<file path="config.mk">
export PLATFORM = sky130hd
export DESIGN_NAME = dmadst_regs
export DESIGN_NICKNAME = d
export VERILOG_FILES = /design/src/dmadst_pkg.sv /design/src/dmadst_regs.sv
export SDC_FILE = /design/constraint.sdc
export NUM_CORES = 1
export LEC_CHECK = 0
export ABC_CLOCK_PERIOD_IN_PS = 1800
export BUFFER_PORTS_ARGS = -buffer_cell sky130_fd_sc_hd__buf_2
export CAP_MARGIN = 20
export CORE_MARGIN = 2
export CORE_UTILIZATION = 45
export DETAILED_ROUTE_END_ITERATION = 6
export GPL_ROUTABILITY_DRIVEN = 0
export PLACE_DENSITY_LB_ADDON = 0.05
export SLEW_MARGIN = 15
export SYNTH_ARGS = -nofsm -noshare
export SYNTH_HDL_FRONTEND = slang
export SYNTH_SLANG_ARGS = --single-unit
export TNS_END_PERCENT = 100
</file>
<file path="constraint.sdc">
create_clock -name sys_clk -period 1.8 [get_ports sys_clk]
set_input_delay 0.36 -clock sys_clk [delete_from_list [all_inputs] [get_ports sys_clk]]
set_output_delay 0.36 -clock sys_clk [all_outputs]
set_load 0.02 [all_outputs]
</file>
<file path="src/dmadst_pkg.sv">
// package for the dma destination address register bank
// assumes apb access with 32-bit data, one register per word
`default_nettype none
package dmadst_pkg;

  // ****************************************
  // register indices (byte address = 4 * index)
  // ****************************************
  localparam logic [31:0] DMADST_IDX_LOW_CH0 = 32'hFFFFF084;
  localparam logic [31:0] DMADST_IDX_HIGH_CH0 = 32'hFFFFF086;
  localparam logic [31:0] DMADST_IDX_LOW_CH1 = 32'hFFFFF08C;
  localparam logic [31:0] DMADST_IDX_HIGH_CH1 = 32'hFFFFF08E;
  localparam logic [31:0] DMADST_IDX_LOW_CH2 = 32'hFFFFF094;
  localparam logic [31:0] DMADST_IDX_HIGH_CH2 = 32'hFFFFF096;
  localparam logic [31:0] DMADST_IDX_LOW_CH3 = 32'hFFFFF09C;
  localparam logic [31:0] DMADST_IDX_HIGH_CH3 = 32'hFFFFF09E;
  // index step between channels, low to high step
  localparam logic [31:0] DMADST_IDX_CH_STEP = 32'h00000008;
  localparam logic [31:0] DMADST_IDX_HI_STEP = 32'h00000002;

  // ****************************************
  // field layout
  // ****************************************
  localparam int DMADST_NUM_CH = 4;
  localparam int DMADST_REG_W = 16;
  localparam int DMADST_ADDR_W = 28;
  localparam int DMADST_RAM_SEL_BIT = 15;
  localparam int DMADST_UPPER_W = 12;
  localparam logic [15:0] DMADST_RST_VAL = 16'h0000;
  localparam logic [1:0] DMADST_FULL_STRB = 2'h3;

  // destination of one channel
  typedef struct packed {
    logic internal_ram_select;
    logic [DMADST_ADDR_W-1:0] dest_address_field;
  } dmadst_dest_t;

endpackage
`default_nettype wire

</file>
<file path="src/dmadst_regs.sv">
// four-channel dma destination address registers, double buffered
// assumes an apb master on sys_clk and a transfer engine on the same clock
// assumes reload pulses and active flags come from that engine
// Summary of operation
// - four channels, 28-bit destination address each
// - high and low 16-bit register halves
// - buffer stage writable while transfer runs
// - flyby transfer ignores destination address
// - registers accessed as whole 16-bit units
`timescale 1ns/100ps
`default_nettype none
module dmadst_regs #(
  parameter int ADDR_W = 12
) (
  input wire logic sys_clk,
  input wire logic reset,
  input wire logic clk_en,
  input wire logic psel,
  input wire logic penable,
  input wire logic pwrite,
  input wire logic [ADDR_W-1:0] paddr,
  input wire logic [31:0] pwdata,
  input wire logic [3:0] pstrb,
  output logic [31:0] prdata,
  output logic pready,
  output logic pslverr,
  input wire logic [dmadst_pkg::DMADST_NUM_CH-1:0] transfer_type_select,
  input wire logic [dmadst_pkg::DMADST_NUM_CH-1:0] xfer_active,
  input wire logic [dmadst_pkg::DMADST_NUM_CH-1:0] next_reload,
  output dmadst_pkg::dmadst_dest_t [dmadst_pkg::DMADST_NUM_CH-1:0] cur_dest,
  output logic [dmadst_pkg::DMADST_NUM_CH-1:0] dest_used
);
  import dmadst_pkg::*;

  // word index width: paddr carries byte addresses of 32-bit words
  localparam int IW = ADDR_W - 2;

  // ****************************************
  // apb decode
  // ****************************************
  logic [IW-1:0] idx;
  logic access;
  logic first_access;
  logic wr_ok;
  logic [DMADST_NUM_CH-1:0] hit_lo;
  logic [DMADST_NUM_CH-1:0] hit_hi;
  logic hit;
  logic [15:0] rd_mux;
  logic err_nxt;
  logic [31:0] rdata_nxt;
  dmadst_dest_t [DMADST_NUM_CH-1:0] buf_r;

  // word index from the byte address
  assign idx = paddr[ADDR_W-1:2];
  // first access cycle: the answer is prepared here
  assign first_access = psel && penable && !pready;
  // second access cycle: the transfer completes at its closing edge
  assign access = psel && penable && pready;
  // only full 16-bit writes are accepted
  assign wr_ok = (pstrb[1:0] == DMADST_FULL_STRB);

  // ****************************************
  // per-channel storage
  // ****************************************
  // the working stage feeds the transfer engine and the buffer stage is
  // what software sees, so a running transfer never picks up a
  // half-written address while its successor is being loaded
  genvar g;
  generate
    for (g = 0; g < DMADST_NUM_CH; g++)
    begin : ch
      localparam logic [31:0] LO_IDX =
        DMADST_IDX_LOW_CH0 + DMADST_IDX_CH_STEP * g;
      localparam logic [31:0] HI_IDX = LO_IDX + DMADST_IDX_HI_STEP;
      logic wr_lo;
      logic wr_hi;
      dmadst_dest_t nxt;

      // each register sits at the word index of its offset; only the
      // low index bits that paddr carries are compared
      assign hit_lo[g] = (idx == LO_IDX[IW-1:0]);
      assign hit_hi[g] = (idx == HI_IDX[IW-1:0]);
      assign wr_lo = access && pwrite && wr_ok && hit_lo[g];
      assign wr_hi = access && pwrite && wr_ok && hit_hi[g];

      // buffer value after this cycle's write
      always_comb
      begin
        nxt = buf_r[g];
        if (wr_lo)
        begin
          nxt.dest_address_field[15:0] = pwdata[15:0];
        end
        if (wr_hi)
        begin
          nxt.internal_ram_select = pwdata[DMADST_RAM_SEL_BIT];
          nxt.dest_address_field[27:16] =
            pwdata[DMADST_UPPER_W-1:0];
        end
      end

      // software-side buffer stage
      always_ff @(posedge sys_clk)
      begin
        if (reset)
        begin
          buf_r[g] <= '0;
        end
        else if (clk_en)
        begin
          buf_r[g] <= nxt;
        end
      end

      // working stage: follows writes when idle, reloads on request
      always_ff @(posedge sys_clk)
      begin
        if (reset)
        begin
          cur_dest[g] <= '0;
        end
        else if (clk_en)
        begin
          // a write in the reload cycle goes straight through
          if (next_reload[g] || !xfer_active[g])
          begin
            cur_dest[g] <= nxt;
          end
        end
      end

      // address unused during flyby transfers
      // low means the engine must not use cur_dest
      always_ff @(posedge sys_clk)
      begin
        if (reset)
        begin
          dest_used[g] <= 1'b0;
        end
        else if (clk_en)
        begin
          dest_used[g] <= !transfer_type_select[g];
        end
      end
    end
  endgenerate

  // any register of the bank addressed
  assign hit = |{hit_lo, hit_hi};

  // ****************************************
  // read path
  // ****************************************
  // read multiplexer over the buffer stage
  // reads see what software last wrote, not the running address
  always_comb
  begin
    rd_mux = DMADST_RST_VAL;
    for (int i = 0; i < DMADST_NUM_CH; i++)
    begin
      if (hit_lo[i])
      begin
        rd_mux = buf_r[i].dest_address_field[15:0];
      end
      if (hit_hi[i])
      begin
        rd_mux = {buf_r[i].internal_ram_select, 3'h0,
                  buf_r[i].dest_address_field[27:16]};
      end
    end
  end

  // ****************************************
  // apb answer: one wait state
  // ****************************************
  // refusal: unmapped index, or a write narrower than 16 bits
  assign err_nxt = !hit || (pwrite && !wr_ok);
  // writes and refused reads return zero
  assign rdata_nxt = (pwrite || !hit) ? 32'h00000000 : {16'h0000, rd_mux};

  // ready: a one-cycle pulse in the second access cycle
  // clk_en low stalls the answer along with all state
  always_ff @(posedge sys_clk)
  begin
    if (reset)
    begin
      pready <= 1'b0;
    end
    else if (clk_en)
    begin
      pready <= first_access;
    end
  end

  // error stands only beside ready
  always_ff @(posedge sys_clk)
  begin
    if (reset)
    begin
      pslverr <= 1'b0;
    end
    else if (clk_en)
    begin
      pslverr <= first_access && err_nxt;
    end
  end

  // read data holds until the next access is answered
  always_ff @(posedge sys_clk)
  begin
    if (reset)
    begin
      prdata <= 32'h00000000;
    end
    else if (clk_en)
    begin
      if (first_access)
      begin
        prdata <= rdata_nxt;
      end
    end
  end

endmodule
`default_nettype wire

</file>
### Word level (Yosys, flattened, before mapping)

Index checks and enable logic that the tools add are counted.

| storage, ports and cells | value |
|---|---|
| logic and storage cells | 87 |
| bits in registers | 270 |
| output and inout port bits | 154 |

| operators by class | value |
|---|---|
| mux-type cells | 17 |
| eq/ne operators | 9 |
| reductions and logical operators | 38 |

Operators with widths:

| operator | count |
|---|---|
| 16-bit 2-to-1 mux | 13 |
| 10-bit by 8-bit == test with 1-bit output (second input constant) | 8 |
| 13-bit 2-to-1 mux | 4 |
| 1-bit logical AND | 15 |
| 1-bit logical NOT | 11 |
| 2-bit AND reduction | 5 |
| 8-bit OR reduction | 1 |
| 1-bit logical OR | 6 |
| 2-bit == test (second input constant) | 1 |

### Depth between registers and ports, before layout

| logic depth | value |
|---|---|
| depth in word-level cells | 10 |
| gate-level depth with buffers | 9 |

### Worst setup path after synthesis

No wires, ideal clock.

| timing | value |
|---|---|
| kind | input port to flip-flop |
| from | input port paddr[6] |
| to | register prdata[5] |
| path slack | -0.028 ns |
| data arrival time | 1.696 ns |
| stages on the path | 6 |
| cell sequence | buf_4 > or4b_1 > or3_1 > buf_2 > a21oi_1 > o31ai_2 |

| between the ends | value |
|---|---|
| cells in the longest elaborated chain, start to end | 10 |
| elaborated cells on any way between the ends | 20 |
| those cells by class | 8 x eq/ne; 9 x mux; 3 x reduce/logical |

RTL lines:

| item | RTL line | text |
|---|---|---|
| start: declaration | dmadst_regs.sv:21 | `input wire logic [ADDR_W-1:0] paddr,` |
| 10-bit by 8-bit == test with 1-bit output | dmadst_regs.sv:81 | `assign hit_lo[g] = (idx == LO_IDX[IW-1:0]);` |
| 16-bit 2-to-1 mux | dmadst_regs.sv:161 | `if (hit_lo[i])` |
| 16-bit 2-to-1 mux | dmadst_regs.sv:165 | `if (hit_hi[i])` |
| 16-bit 2-to-1 mux | dmadst_regs.sv:161 |  |
| 16-bit 2-to-1 mux | dmadst_regs.sv:165 |  |
| 16-bit 2-to-1 mux | dmadst_regs.sv:161 |  |
| 16-bit 2-to-1 mux | dmadst_regs.sv:165 |  |
| 16-bit 2-to-1 mux | dmadst_regs.sv:161 |  |
| 16-bit 2-to-1 mux | dmadst_regs.sv:165 |  |
| 16-bit 2-to-1 mux * | dmadst_regs.sv:179 | `assign rdata_nxt = (pwrite \|\| !hit) ? 32'h00000000 : {16'h0000, rd_mux};` |
| end signal: assignment | dmadst_regs.sv:219 | `prdata <= rdata_nxt;` |
| end: declaration | dmadst_regs.sv:24 | `output logic [31:0] prdata,` |

Every way passes the cells marked *; elsewhere a longest branch is shown, timed or not.
A chain may end at the register's enable or synchronous reset.

### Final worst setup path

| timing | value |
|---|---|
| from | register pready |
| to | register prdata[4] |

| between the ends | value |
|---|---|
| cells in the longest elaborated chain, start to end | 3 |

RTL lines:

| item | RTL line | text |
|---|---|---|
| start: declaration | dmadst_regs.sv:25 | `output logic pready,` |
| start signal: assignment | dmadst_regs.sv:191 | `pready <= first_access;` |
| 1-bit logical NOT | dmadst_regs.sv:56 | `assign first_access = psel && penable && !pready;` |
| 1-bit logical AND | dmadst_regs.sv:56 |  |
| 2-bit AND reduction (no line) | - |  |

No other way between the ends.

==> flow_metrics.env <==
export IMPL_drtAntennaViolNets=0
export IMPL_r2r_cells=7
export IMPL_ys_types=57
export IMPL_drive_above_1_share_pct=25.20
export IMPL_die_area_sq_mm=0.02716
export IMPL_drv_cap=0
export IMPL_path_max_fanout=5
export IMPL_synth_yosys_seq_area_share_pct=43.70
export IMPL_ys_async_sr_fraction_pct=0
export IMPL_grt_use_total_pct=29.03
export IMPL_ios=220
export IMPL_synth_common_cells="nand2_1, dfxtp_1, nor2_1"
export IMPL_r2r_start="pready"
export IMPL_final_hold_viol_count=0
export IMPL_avgSynthCellArea_sq_um=8.263
export IMPL_synthFlopType="dfxtp_1"
export IMPL_root_buffer="clkbuf_16"
export IMPL_numClockSinks=254
export IMPL_grt_overflow=0
export IMPL_drt_iter0_drc=954
export IMPL_die_w_um=164.8
export IMPL_synth_fa_ha_area_share_pct=0
export IMPL_setup_viol=0
export IMPL_drt_wl_total_mm=39.89
export IMPL_vias=11042
export IMPL_synth_area_sq_mm=0.01163
export IMPL_drc=0
export IMPL_wl_met1_mm=19.50
export IMPL_hp_start="pwdata[15]"
export IMPL_yosysMostFrequentCell="nand2_1"
export IMPL_timing_final_crit_share_pct=94.69
export IMPL_met2_length_mm=16.16
export IMPL_clockBufferDepth=3
export IMPL_cts_clk_slew_worst_paths_ns=0.06
export IMPL_yosysTopAreaCellShare_pct=43.70
export IMPL_wl_per_cell_um=20.38
export IMPL_yosys_top_cells_area="dfxtp_1, nand2_1, mux2i_1, a311oi_1, nor2_1"
export IMPL_port_buffers=183
export IMPL_start_kind="register"
export IMPL_synth_compound_area_share_pct=18.85
export IMPL_slew_limit_headroom_pct=60.24
export IMPL_hold_class="input port to register"
export IMPL_slew_viol_final=0
export IMPL_p_per_area_mw_per_mm2=917.5
export IMPL_antenna_found_initial=0
export IMPL_dpl_cell_count=1899
export IMPL_synth_top_family_by_area="simple AND/OR/NAND/NOR gates"
export IMPL_wl_met3_mm=3.304
export IMPL_cts_tree="yes"
export IMPL_arrival_ns=2.17
export IMPL_yosys_area_top_type="dfxtp_1"
export IMPL_grt_pass1_vias=9888
export IMPL_synthMuxAreaShare_pct=8.399
export IMPL_synthToLayoutAreaGrowth_pct=26.05
export IMPL_dr_max_layer_used="met4"
export IMPL_cp_data_required_time_ns=2.26
export IMPL_die_h_um=164.8
export IMPL_fp_row_count=58
export IMPL_critPathKind="register to register"
export IMPL_grt_first_pass_wirelength_mm=60.11
export IMPL_synth_edf_count=0
export IMPL_avgViaCountPerCell=5.642
export IMPL_setup_tns_final_ns=0
export IMPL_antenna_cells=0
export IMPL_grt_max_degree=95
export IMPL_crit_start="pready"
export IMPL_numCtsBuffers=29
export IMPL_core_area_sq_mm=0.02525
export IMPL_status="finished clean"
export IMPL_place_hpwl_mm=27.68
export IMPL_rrSetupSlack_ns=0.1
export IMPL_h_tree_depth=1
export IMPL_end_kind="register"
export IMPL_synthSimpleGateAreaFrac_pct=21.69
export IMPL_yosysWarnings=0
export IMPL_rsz0062_at_grt="false"
export IMPL_fmax_mhz=586.7
export IMPL_place_area_sq_mm=0.01355
export IMPL_layout_nets=1670
export IMPL_firstDrtPassIters=5
export IMPL_post_cts_buffers=0
export IMPL_fin_hold_ws_ns=0.1873
export IMPL_final_cell_area_sq_mm=0.01467
export IMPL_finClkSkew_ns=0.01963
export IMPL_ir_drop_mv=0.7132
export IMPL_worst_pin_slew_ns=0.5964
export IMPL_ys_ff_latch=254
export IMPL_hold_depth=3
export IMPL_layout_min_cycle_time_ns=1.704
export IMPL_initial_core_util_pct=46.07
export IMPL_syn_instance_count=1408
export IMPL_synth_xor_area_share_pct=0
export IMPL_fin_cells=1957
export IMPL_clk_latency_ns=0.56
export IMPL_power_leakage_uw=0.006049
-- logic make-up (layout without fill, tap and decap cells) --
logic type | after synthesis | after routing
other | 1 | 16
AND/OR/NAND/NOR | 579 | 579
multiplexers | 96 | 96
buffers and inverters | 168 | 372
AO/OA/AOI/OAI | 310 | 310
flip-flops | 254 | 254
-- worst paths after layout --
check | endpoint
max | prdata[4]
min | cur_dest[73]
max reg2reg | prdata[4]
min reg2reg | buf_r[82]
-- final cells by class --
class	instances	area (sq um)
repair buffers	312	2267
flip-flops and latches	254	5086
well taps	330	412.9
inverters	6	22.52
clock buffers	43	898.4
multi-input cells	1001	5846
clock inverters	11	132.6
fillers	2297	10590
-- metrics by stage --
stage / total power, uW / worst slack (ns) / util, %
after floorplan: 6802 / -0.01677 / -
after global placement: 7324 / -0.2285 / 53.66
after detailed placement: 7335 / -0.2283 / 53.66
after CTS: 13520 / 0.03050 / 57.98
after global routing: 13880 / 0.008360 / 58.07
final: 13450 / 0.09565 / 58.07
-- per-layer routing --
metal / vias up / GRT usage, %
li1: 5311 / -
met1: 5209 / 45.97
met2: 468 / 40.60
met3: 54 / 4.746
met4: 0 / 6.680
met5: - / 0
-- power breakdown --
group | total [uW] | internal [uW] | switching (uW) | leakage (uW)
sequential | 5880 | 5790 | 90.2 | 0.00207
combinational | 1350 | 444 | 906 | 0.00347
clock | 6220 | 3750 | 2470 | 0.000509
-- critical path, cell delays in order (launching register included) --
cell and delay [ns]:
dfxtp_2 0.33, nand4b_1 0.32, nor4b_4 0.28, buf_4 0.18, and3_4 0.19, buf_4 0.15
a221oi_1 0.09, o31ai_1 0.07
-- sequential cells by signal, summed over array words and instances (netlist names) --
register	count
buf_r	116
dest_used	4
prdata	16
cur_dest	116
pready	1
pslverr	1
-- timing repair --
action	CTS	global route
endpoints found under the hold margin	4	0
pin swaps	0	1
hold buffers	4	0
endpoints found under the setup margin	2	22
resized for setup	3	9
-- layout by cell type (no fill, tap or decap), types with 4 or more instances in the layout --
cell,count
nor2_1,185
o31ai_2,6
a21boi_1,4
a221oi_2,5
a21oi_1,83
dlygate4sd3_1,4
a221oi_1,4
buf_4,95
nand3_1,41
clkinv_2,4
o21ai_0,24
clkbuf_8,12
a211oi_1,30
a32oi_1,6
a311oi_1,90
a22o_1,13
o21ai_1,9
nand4_1,4
clkbuf_16,29
and3_1,5
nor2b_1,5
dfxtp_1,253
a31oi_1,13
mux2i_1,83
and4_1,4
nand2_1,295
buf_12,29
buf_2,182
conb_1,16
and2_1,9
mux2_2,13
nor3_1,4
o21a_1,4
inv_1,5
No activity file was read; power rests on OpenSTA's default activity.
